### src/rtl/rcs_defs.svh
`ifndef RCS_DEFS_SVH
`define RCS_DEFS_SVH

// register byte offsets
`define RCS_OFF_OPER_COND 8'h00
`define RCS_OFF_OPER_EVENT 8'h04
`define RCS_OFF_OPER_MASK 8'h08
`define RCS_OFF_QUES_COND 8'h0C
`define RCS_OFF_QUES_EVENT 8'h10
`define RCS_OFF_QUES_MASK 8'h14
`define RCS_OFF_STATUS_BYTE 8'h18
`define RCS_OFF_BUS_ADDR 8'h1C
`define RCS_OFF_COMMAND 8'h20
`define RCS_OFF_LAN_CTRL 8'h24
`define RCS_OFF_LAN_IP 8'h28
`define RCS_OFF_LAN_MASK 8'h2C
`define RCS_OFF_MAC_LO 8'h30
`define RCS_OFF_MAC_HI 8'h34
`define RCS_OFF_LAN_INDEX 8'h38
`define RCS_OFF_SER_BAUD 8'h3C
`define RCS_OFF_SER_ECHO 8'h40

// field positions
`define RCS_OPER_CV_BIT 8
`define RCS_OPER_CC_BIT 10
`define RCS_QUES_VM_BIT 0
`define RCS_QUES_CM_BIT 1
`define RCS_QUES_VE_BIT 12
`define RCS_QUES_CE_BIT 13
`define RCS_SB_QUES_BIT 3
`define RCS_SB_OPER_BIT 7
`define RCS_CMD_SAVE_BIT 0
`define RCS_CMD_LAN_RST_BIT 1
`define RCS_LAN_DHCP_BIT 0
`define RCS_LAN_AUTO_BIT 1

// latch masks and limits
`define RCS_OPER_LATCH 16'hFFFF
`define RCS_QUES_LATCH 16'h3000
`define RCS_BUS_ADDR_MAX 5'h1E
`define RCS_INDEX_MIN 7'h01
`define RCS_INDEX_MAX 7'h63
`define RCS_LINE_TERM 8'h0A

// reset values
`define RCS_RST_INDEX 7'h01
`define RCS_RST_BUS_ADDR 5'h00

// serial rates and divider counts
`define RCS_CLK_HZ 40000000
`define RCS_BAUD_19200 32'h00004B00
`define RCS_BAUD_9600 32'h00002580
`define RCS_BAUD_4800 32'h000012C0
`define RCS_BAUD_2400 32'h00000960
`define RCS_DIV_19200 (`RCS_CLK_HZ / `RCS_BAUD_19200)
`define RCS_DIV_9600 (`RCS_CLK_HZ / `RCS_BAUD_9600)
`define RCS_DIV_4800 (`RCS_CLK_HZ / `RCS_BAUD_4800)
`define RCS_DIV_2400 (`RCS_CLK_HZ / `RCS_BAUD_2400)

`endif

### src/rtl/rcs_pkg.sv
package rcs_pkg;

	typedef enum logic [1:0] {
		BAUD_19200 = 2'b00,
		BAUD_9600 = 2'b01,
		BAUD_4800 = 2'b10,
		BAUD_2400 = 2'b11
	} rcs_baud_t;

	typedef struct packed {
		logic [15:0] prev;
		logic [15:0] evt;
	} rcs_latch_t;

	typedef struct packed {
		logic dsel;
		logic dwr;
		logic [7:0] daddr;
		logic [31:0] hrdata;
		logic [15:0] op_mask;
		logic [15:0] q_mask;
		logic nv_loaded;
		logic [4:0] bus_addr;
		logic [4:0] nv_addr;
		logic nv_save;
		logic dhcp;
		logic autoip;
		logic [31:0] ip;
		logic [31:0] mask;
		logic [6:0] index;
		logic name_def;
		rcs_baud_t baud;
		logic [15:0] div_cnt;
		logic baud_tick;
		logic echo_on;
		logic echo_stop;
		logic echo_valid;
		logic [7:0] echo_char;
	} rcs_state_t;

endpackage

### src/rtl/rcs_event_latch.sv
`timescale 1ns/1ps
module rcs_event_latch #(
	parameter logic [15:0] LATCH_MASK = 16'hFFFF
) (
	// clock and reset
	input wire logic hclk,
	input wire logic hresetn,
	// condition in, read clear
	input wire logic [15:0] cond,
	input wire logic clr,
	input wire logic [15:0] mask,
	// latched events and summary
	output logic [15:0] event_bits,
	output logic summary
);
	import rcs_pkg::*;

	rcs_latch_t r_reg;
	rcs_latch_t r_next;

	always_comb begin
		r_next = r_reg;
		r_next.prev = cond;
		// rising condition sets, and a set beats a same-cycle clear
		r_next.evt = (clr ? 16'h0000 : r_reg.evt) | (cond & ~r_reg.prev & LATCH_MASK);
	end

	always_ff @(posedge hclk or negedge hresetn) begin
		if (!hresetn) begin
			r_reg <= '0;
		end else begin
			r_reg <= r_next;
		end
	end

	assign event_bits = r_reg.evt;
	assign summary = |(r_reg.evt & mask);
endmodule

### src/rtl/rcs_top.sv
`timescale 1ns/1ps
`include "rcs_defs.svh"
// Contract
// - questionable mask bits gate questionable events
// - status bit three is masked questionable OR
// - questionable mask query returns stored mask
// - second event read without changes returns zero
// - entering constant current latches operation event 1024
// - constant voltage shows condition value 256
// - bus address 0 to 30 takes effect
// - address survives power cycle only after save
// - automatic addressing off selects static addresses; the code also needs dynamic configuration off
// - dynamic configuration on requests server address
// - static ip and mask applied only statically
// - hardware address reads zero without lan
// - lan restore sets defaults and free index
// - serial rate from four values, readable
// - echo on returns every received character
// - echo off stops after next terminator
// - general reset leaves echo untouched
// - reading questionable events clears them
// - only error bits 13 and 12 latch
// - status bit seven is masked operation OR
module rcs_top #(
	parameter int unsigned DIV_19200 = `RCS_DIV_19200,
	parameter int unsigned DIV_9600 = `RCS_DIV_9600,
	parameter int unsigned DIV_4800 = `RCS_DIV_4800,
	parameter int unsigned DIV_2400 = `RCS_DIV_2400
) (
	// clock and reset
	input wire logic hclk,
	input wire logic hresetn,
	// ahb-lite slave
	input wire logic hsel,
	input wire logic [31:0] haddr,
	input wire logic [1:0] htrans,
	input wire logic hwrite,
	input wire logic [2:0] hsize,
	input wire logic [31:0] hwdata,
	input wire logic hready,
	output logic [31:0] hrdata,
	output logic hreadyout,
	output logic hresp,
	// supply conditions
	input wire logic constant_voltage_flag,
	input wire logic constant_current_flag,
	input wire logic current_error_flag,
	input wire logic voltage_error_flag,
	input wire logic current_mode_error_flag,
	input wire logic voltage_mode_error_flag,
	// status byte summaries
	output logic operation_summary,
	output logic questionable_summary,
	// parallel bus address
	input wire logic [4:0] nv_bus_addr_in,
	output logic [4:0] bus_addr,
	output logic [4:0] nv_bus_addr_out,
	output logic save_settings_command,
	// lan settings
	input wire logic lan_fitted,
	input wire logic [47:0] mac_addr,
	input wire logic [6:0] lan_free_index,
	output logic lan_dhcp_en,
	output logic lan_auto_en,
	output logic lan_use_static,
	output logic [31:0] lan_ip,
	output logic [31:0] lan_mask,
	output logic [6:0] lan_index,
	output logic lan_defaults_restore_command,
	// serial port
	input wire logic general_reset,
	input wire logic rx_valid,
	input wire logic [7:0] rx_char,
	output logic echo_valid,
	output logic [7:0] echo_char,
	output logic baud_tick,
	output rcs_pkg::rcs_baud_t baud_sel
);
	import rcs_pkg::*;

	localparam rcs_state_t ST_RST = '{
		dhcp: 1'b1,
		autoip: 1'b1,
		index: `RCS_RST_INDEX,
		bus_addr: `RCS_RST_BUS_ADDR,
		nv_addr: `RCS_RST_BUS_ADDR,
		baud: BAUD_19200,
		default: '0
	};

	rcs_state_t r_reg;
	rcs_state_t r_next;

	logic acc;
	logic rd_acc;
	logic op_clr;
	logic q_clr;
	logic [15:0] op_cond;
	logic [15:0] q_cond;
	logic [15:0] op_event;
	logic [15:0] q_event;
	logic op_sum;
	logic q_sum;
	logic [7:0] status_byte;

	// address phase taken when hsel, hready and htrans[1] are all high
	assign acc = hsel & hready & htrans[1];
	assign rd_acc = acc & ~hwrite;
	assign op_clr = rd_acc & (haddr[7:0] == `RCS_OFF_OPER_EVENT);
	assign q_clr = rd_acc & (haddr[7:0] == `RCS_OFF_QUES_EVENT);

	always_comb begin
		op_cond = 16'h0000;
		op_cond[`RCS_OPER_CV_BIT] = constant_voltage_flag;
		op_cond[`RCS_OPER_CC_BIT] = constant_current_flag;
	end

	always_comb begin
		q_cond = 16'h0000;
		q_cond[`RCS_QUES_VM_BIT] = voltage_mode_error_flag;
		q_cond[`RCS_QUES_CM_BIT] = current_mode_error_flag;
		q_cond[`RCS_QUES_VE_BIT] = voltage_error_flag;
		q_cond[`RCS_QUES_CE_BIT] = current_error_flag;
	end

	rcs_event_latch #(
		.LATCH_MASK(`RCS_OPER_LATCH)
	) u_oper (
		.hclk(hclk),
		.hresetn(hresetn),
		.cond(op_cond),
		.clr(op_clr),
		.mask(r_reg.op_mask),
		.event_bits(op_event),
		.summary(op_sum)
	);

	// only the two error bits latch
	rcs_event_latch #(
		.LATCH_MASK(`RCS_QUES_LATCH)
	) u_ques (
		.hclk(hclk),
		.hresetn(hresetn),
		.cond(q_cond),
		.clr(q_clr),
		.mask(r_reg.q_mask),
		.event_bits(q_event),
		.summary(q_sum)
	);

	always_comb begin
		status_byte = 8'h00;
		status_byte[`RCS_SB_QUES_BIT] = q_sum;
		status_byte[`RCS_SB_OPER_BIT] = op_sum;
	end

	function automatic logic [31:0] baud_word(input rcs_baud_t b);
		logic [31:0] w;
		w = `RCS_BAUD_19200;
		unique case (b)
			BAUD_19200: w = `RCS_BAUD_19200;
			BAUD_9600: w = `RCS_BAUD_9600;
			BAUD_4800: w = `RCS_BAUD_4800;
			BAUD_2400: w = `RCS_BAUD_2400;
		endcase
		return w;
	endfunction

	function automatic logic [15:0] baud_div(input rcs_baud_t b);
		logic [15:0] d;
		d = DIV_19200[15:0];
		unique case (b)
			BAUD_19200: d = DIV_19200[15:0];
			BAUD_9600: d = DIV_9600[15:0];
			BAUD_4800: d = DIV_4800[15:0];
			BAUD_2400: d = DIV_2400[15:0];
		endcase
		return d;
	endfunction

	function automatic logic [31:0] rd_word(input logic [7:0] a);
		logic [31:0] w;
		w = 32'h00000000;
		case (a)
			`RCS_OFF_OPER_COND: w = {16'h0000, op_cond};
			`RCS_OFF_OPER_EVENT: w = {16'h0000, op_event};
			`RCS_OFF_OPER_MASK: w = {16'h0000, r_reg.op_mask};
			`RCS_OFF_QUES_COND: w = {16'h0000, q_cond};
			`RCS_OFF_QUES_EVENT: w = {16'h0000, q_event};
			`RCS_OFF_QUES_MASK: w = {16'h0000, r_reg.q_mask};
			`RCS_OFF_STATUS_BYTE: w = {24'h000000, status_byte};
			`RCS_OFF_BUS_ADDR: w = {27'h0000000, r_reg.bus_addr};
			`RCS_OFF_LAN_CTRL: w = {30'h00000000, r_reg.autoip, r_reg.dhcp};
			`RCS_OFF_LAN_IP: w = r_reg.ip;
			`RCS_OFF_LAN_MASK: w = r_reg.mask;
			`RCS_OFF_MAC_LO: w = lan_fitted ? mac_addr[31:0] : 32'h00000000;
			`RCS_OFF_MAC_HI: w = lan_fitted ? {16'h0000, mac_addr[47:32]} : 32'h00000000;
			`RCS_OFF_LAN_INDEX: w = {25'h0000000, r_reg.index};
			`RCS_OFF_SER_BAUD: w = baud_word(r_reg.baud);
			`RCS_OFF_SER_ECHO: w = {31'h00000000, r_reg.echo_on & ~r_reg.echo_stop};
			default: w = 32'h00000000;
		endcase
		return w;
	endfunction

	always_comb begin
		logic [15:0] div;
		logic [31:0] wd;
		div = baud_div(r_reg.baud);
		wd = hwdata;
		r_next = r_reg;
		r_next.nv_save = 1'b0;
		r_next.name_def = 1'b0;
		r_next.echo_valid = 1'b0;
		r_next.baud_tick = 1'b0;

		// address phase capture and read data
		if (hready) begin
			r_next.dsel = acc;
			r_next.dwr = hwrite;
			r_next.daddr = haddr[7:0];
		end
		if (rd_acc) begin
			r_next.hrdata = rd_word(haddr[7:0]);
		end

		// stored address picked up once after reset release
		if (!r_reg.nv_loaded) begin
			r_next.nv_loaded = 1'b1;
			if (nv_bus_addr_in <= `RCS_BUS_ADDR_MAX) begin
				r_next.bus_addr = nv_bus_addr_in;
				r_next.nv_addr = nv_bus_addr_in;
			end
		end

		// general reset clears the masks; echo state is not touched
		if (general_reset) begin
			r_next.op_mask = 16'h0000;
			r_next.q_mask = 16'h0000;
		end

		// baud rate enable pulse
		if (r_reg.div_cnt >= div - 16'h0001) begin
			r_next.div_cnt = 16'h0000;
			r_next.baud_tick = 1'b1;
		end else begin
			r_next.div_cnt = r_reg.div_cnt + 16'h0001;
		end

		// character echo
		if (rx_valid && r_reg.echo_on) begin
			r_next.echo_valid = 1'b1;
			r_next.echo_char = rx_char;
			if (r_reg.echo_stop && rx_char == `RCS_LINE_TERM) begin
				r_next.echo_on = 1'b0;
				r_next.echo_stop = 1'b0;
			end
		end

		// data phase writes
		if (r_reg.dsel && r_reg.dwr) begin
			case (r_reg.daddr)
				`RCS_OFF_OPER_MASK: r_next.op_mask = wd[15:0];
				`RCS_OFF_QUES_MASK: r_next.q_mask = wd[15:0];
				`RCS_OFF_BUS_ADDR: begin
					if (wd[31:5] == 27'h0000000 && wd[4:0] <= `RCS_BUS_ADDR_MAX) begin
						r_next.bus_addr = wd[4:0];
					end
				end
				`RCS_OFF_COMMAND: begin
					if (wd[`RCS_CMD_SAVE_BIT]) begin
						r_next.nv_addr = r_reg.bus_addr;
						r_next.nv_save = 1'b1;
					end
					if (wd[`RCS_CMD_LAN_RST_BIT]) begin
						r_next.dhcp = 1'b1;
						r_next.autoip = 1'b1;
						r_next.name_def = 1'b1;
						if (lan_free_index >= `RCS_INDEX_MIN && lan_free_index <= `RCS_INDEX_MAX) begin
							r_next.index = lan_free_index;
						end else begin
							r_next.index = `RCS_RST_INDEX;
						end
					end
				end
				`RCS_OFF_LAN_CTRL: begin
					r_next.dhcp = wd[`RCS_LAN_DHCP_BIT];
					r_next.autoip = wd[`RCS_LAN_AUTO_BIT];
				end
				`RCS_OFF_LAN_IP: r_next.ip = wd;
				`RCS_OFF_LAN_MASK: r_next.mask = wd;
				`RCS_OFF_LAN_INDEX: begin
					if (wd[31:7] == 25'h0000000 && wd[6:0] >= `RCS_INDEX_MIN && wd[6:0] <= `RCS_INDEX_MAX) begin
						r_next.index = wd[6:0];
					end
				end
				`RCS_OFF_SER_BAUD: begin
					r_next.div_cnt = 16'h0000;
					case (wd)
						`RCS_BAUD_19200: r_next.baud = BAUD_19200;
						`RCS_BAUD_9600: r_next.baud = BAUD_9600;
						`RCS_BAUD_4800: r_next.baud = BAUD_4800;
						`RCS_BAUD_2400: r_next.baud = BAUD_2400;
						default: r_next.div_cnt = r_next.div_cnt;
					endcase
					if (baud_word(r_next.baud) == baud_word(r_reg.baud)) begin
						r_next.div_cnt = r_reg.div_cnt + 16'h0001;
						if (r_reg.div_cnt >= div - 16'h0001) begin
							r_next.div_cnt = 16'h0000;
						end
					end
				end
				`RCS_OFF_SER_ECHO: begin
					if (wd[0]) begin
						r_next.echo_on = 1'b1;
						r_next.echo_stop = 1'b0;
					end else if (r_reg.echo_on) begin
						r_next.echo_stop = 1'b1;
					end
				end
				default: r_next.dsel = r_next.dsel;
			endcase
		end
	end

	always_ff @(posedge hclk or negedge hresetn) begin
		if (!hresetn) begin
			r_reg <= ST_RST;
		end else begin
			r_reg <= r_next;
		end
	end

	// zero wait state slave, always okay
	assign hreadyout = 1'b1;
	assign hresp = 1'b0;
	assign hrdata = r_reg.hrdata;

	assign operation_summary = op_sum;
	assign questionable_summary = q_sum;

	assign bus_addr = r_reg.bus_addr;
	assign nv_bus_addr_out = r_reg.nv_addr;
	assign save_settings_command = r_reg.nv_save;

	assign lan_dhcp_en = r_reg.dhcp;
	assign lan_auto_en = r_reg.autoip;
	assign lan_use_static = ~r_reg.dhcp & ~r_reg.autoip;
	assign lan_ip = r_reg.ip;
	assign lan_mask = r_reg.mask;
	assign lan_index = r_reg.index;
	assign lan_defaults_restore_command = r_reg.name_def;

	assign echo_valid = r_reg.echo_valid;
	assign echo_char = r_reg.echo_char;
	assign baud_tick = r_reg.baud_tick;
	assign baud_sel = r_reg.baud;
endmodule

### config.mk
export PLATFORM = sky130hd
export DESIGN_NAME = rcs_top
export DESIGN_NICKNAME = d
export VERILOG_FILES = /design/src/rtl/rcs_pkg.sv /design/src/rtl/rcs_event_latch.sv /design/src/rtl/rcs_top.sv
export VERILOG_INCLUDE_DIRS = /design/src /design/src/rtl
export SDC_FILE = /design/constraint.sdc
export NUM_CORES = 1
export LEC_CHECK = 0
export BUFFER_PORTS_ARGS = -buffer_cell sky130_fd_sc_hd__buf_2
export CORE_UTILIZATION = 50
export DETAILED_ROUTE_END_ITERATION = 16
export GPL_TIMING_DRIVEN = 0
export HOLD_SLACK_MARGIN = 0.06
export PLACE_DENSITY = 0.84
export SKIP_CTS_REPAIR_TIMING = 1
export SLEW_MARGIN = 40
export SYNTH_ARGS = -nofsm -noshare
export SYNTH_HDL_FRONTEND = slang
export SYNTH_HIERARCHICAL = 1
export SYNTH_SLANG_ARGS = --single-unit
### constraint.sdc
create_clock -name hclk -period 8 [get_ports hclk]
set_input_delay 1.2 -clock hclk [delete_from_list [all_inputs] [get_ports hclk]]
set_output_delay 1.2 -clock hclk [all_outputs]
set_load 0.01 [all_outputs]
==> flow_metrics.env <==
export IMPL_cp_required_ns=8.45
export IMPL_hold_path_depth=1
export IMPL_setup_tns_ns=0
export IMPL_setup_viol=0
export IMPL_leakage_nw=7.49
export IMPL_ir_worst_vdd_uv=138
export IMPL_clock_latency_ns=0.53
export IMPL_critical_path_depth=14
export IMPL_synth_area_top_cells="dfrtp_1, buf_4, mux2_2, o21ai_0, nand2_1"
export IMPL_numPortBuffers=249
export IMPL_yosysWarnings=6
export IMPL_synth_top_area_share_pct=44.9
export IMPL_vias=11000
export IMPL_arrival_ns=4.76
export IMPL_syn_area_per_cell_um2=10.0
export IMPL_start_kind="primary input"
export IMPL_vias_per_cell=5.76
export IMPL_fin_crit_sh_pct=53.9
export IMPL_nets=1740
export IMPL_dieArea_um2=25500
export IMPL_finalWorstSetupSlack_ns=3.69
export IMPL_cp_top_family="simple AND/OR/NAND/NOR gates"
export IMPL_drive_gt1_share_pct=35.8
export IMPL_largest_reg_flops=61
export IMPL_core_um2=24300
export IMPL_rsz0062_at_grt="no"
export IMPL_syn_cell_area_um2=12400
export IMPL_power_density_nw_per_um2=184
export IMPL_die_h_um=160
export IMPL_cts_made_buffers=25
export IMPL_yosysMostFrequentCell="dfrtp_1"
export IMPL_cp_max_fo=10
export IMPL_top_level_ports=285
export IMPL_max_freq_mhz=232
export IMPL_fp_row_count=57
export IMPL_tightest_slew_ns=0.869
export IMPL_ys_flop_type="dfrtp_1"
export IMPL_grt_overflow=0
export IMPL_antenna_found_initial=3
export IMPL_initial_utilization_pct=51.1
export IMPL_skew_ns=0.0157
export IMPL_first_global_vias=10700
export IMPL_ys_seq_area_share_pct=45.6
export IMPL_cts_num_sinks=226
export IMPL_cts_max_path_buffers=3
export IMPL_synth_enable_flop_cells=0
export IMPL_dp_slack_ns=3.24
export IMPL_run_status="complete, no violations"
export IMPL_synth_common_cells="dfrtp_1, buf_4, o21ai_0, nand2_1, mux2_2"
export IMPL_gp_congestion=0.982
export IMPL_wl_um=40300
export IMPL_cp_num_buf_inv=2
export IMPL_grt_pass1_wl_um=61800
export IMPL_worstPathCellList="buf_2 > nor4_1 > nand4_1 > nor2_1 > mux2i_1 > nand2_1 > ha_1 > xor2_1 > nor4_1 > o21ai_0 > nor4_1 > o211ai_2 > buf_6 > a21oi_2"
export IMPL_die_w_um=160
export IMPL_yosysUniqueCellTypes=71
export IMPL_dr_pass1_iters=6
export IMPL_drtIter0Drc=1451
export IMPL_drc=0
export IMPL_maxCapViolCount=0
export IMPL_slew_violations=0
export IMPL_cpMaxStageDelayCell="nand4_1"
export IMPL_cts_root_buffer="clkbuf_16"
export IMPL_slowest_delay_ns=0.49
export IMPL_hold_ws_ns=0.420
export IMPL_grt_max_degree=78
export IMPL_dp_hpwl_um=30500
export IMPL_ant_nets=0
export IMPL_htree_levels=1
export IMPL_async_flop_share_pct=100
export IMPL_cp_end_kind="flip-flop"
export IMPL_hp_class="flip-flop to flip-flop"
export IMPL_fin_crit_ns=4.31
export IMPL_routedWlPerCell_um=21.1
export IMPL_syn_inst=1238
export IMPL_cpMostUsedCell="nor4_1"
export IMPL_synth_top_area_cell="dfrtp_1"
export IMPL_ff2ff_path_depth=15
export IMPL_max_slew_margin_pct=42.1
export IMPL_area_growth_pct=22.4
export IMPL_ys_ff_latch=226
export IMPL_hold_viol_final=0
export IMPL_cts_clk_slew_worst_paths_ns=0.06
export IMPL_crit_type="primary input to flip-flop"
export IMPL_grt_usage_pct=31.6
export IMPL_cts_tree="done"
[stage by stage]
stage               cell area [um2]  cells  power (W)  utilization, %
detailed placement            14300   1857    0.00163            58.9
CTS                           15200   1902    0.00281            62.4
global placement              14200   1854    0.00161            58.5
finish                        15200   1905    0.00280            62.5
global route                  15200   1904    0.00289            62.5
floorplan                     12600   1281    0.00147               -
[logic make-up (layout without fill, tap and decap cells)]
kind of cell | after synthesis | count (layout) | share of synthesized area, %
other | 3 | 49 | 0.0907
XOR/XNOR | 19 | 19 | 1.40
adder cells (fa/ha/maj) | 29 | 29 | 2.92
multiplexers | 95 | 95 | 8.55
flip-flops | 226 | 226 | 45.6
AND/OR/NAND/NOR | 287 | 287 | 11.7
buffers and inverters | 283 | 580 | 13.4
AO/OA/AOI/OAI | 296 | 296 | 16.3
[worst paths after layout]
check	from	to	slack, ns
max	hwdata[16]	r_reg[27]$_DFF_PN0_	3.69
max in group asynchronous	hresetn	hrdata[30]$_DFFE_PN0P_	6.73
max reg2reg	baud_sel[0]$_DFFE_PN0P_	r_reg[27]$_DFF_PN0_	3.99
min reg2reg	u_ques/r_reg[29]$_DFF_PN0_	u_ques/event_bits[13]$_DFF_PN0_	0.42
min in group asynchronous	hresetn	lan_mask[12]$_DFFE_PN0P_	0.57
min	u_ques/r_reg[29]$_DFF_PN0_	u_ques/event_bits[13]$_DFF_PN0_	0.42
[layout make-up]
type / count / area, um2
fill: 2075 / 9120
clock buffer: 35 / 703
buffer: 216 / 1420
clock inverter: 10 / 135
multi-input combinational: 772 / 5280
inverter: 67 / 251
tap: 324 / 405
timing repair buffer: 252 / 1340
sequential: 226 / 5660
antenna: 3 / 7.51
[cells in the final DEF (no fill, tap or decap), types with 4 or more instances in the layout]
master / n
a21o_1: 4
a31oi_1: 5
a222oi_1: 22
buf_4: 157
clkbuf_1: 55
o22ai_1: 28
a21oi_1: 27
buf_2: 253
nand3_1: 20
a22o_1: 20
o21ai_0: 102
nor3_1: 14
a32oi_1: 6
ha_1: 29
xor2_1: 16
nand4_1: 15
clkinv_2: 4
nand2_1: 98
nor2_1: 53
a221oi_1: 7
clkbuf_16: 25
a221oi_2: 4
mux2i_1: 16
nand3b_1: 22
mux2_2: 78
nor4_1: 9
a22oi_1: 36
and3_1: 9
inv_1: 66
nand2b_1: 17
a21oi_2: 10
clkbuf_8: 4
conb_1: 46
dfrtp_1: 223
[power by group]
group	internal, W	switching (W)	leakage [nW]	total, W
clock network	0.000710	0.000470	0.411	0.00118
registers	0.00120	0.0000497	2.82	0.00125
logic	0.000169	0.000205	4.26	0.000374
total	0.00207	0.000725	7.49	0.00280
[per-layer routing]
metal / track usage, % / share of wire (%) / vias to the layer above
met5: 0 / 0 / -
met4: 14.4 / 4.3 / 0
met3: 5.57 / 9.8 / 126
met2: 50.0 / 46 / 694
met1: 42.5 / 40 / 5267
li1: - / - / 4886
No activity file was read; power rests on OpenSTA's default activity.
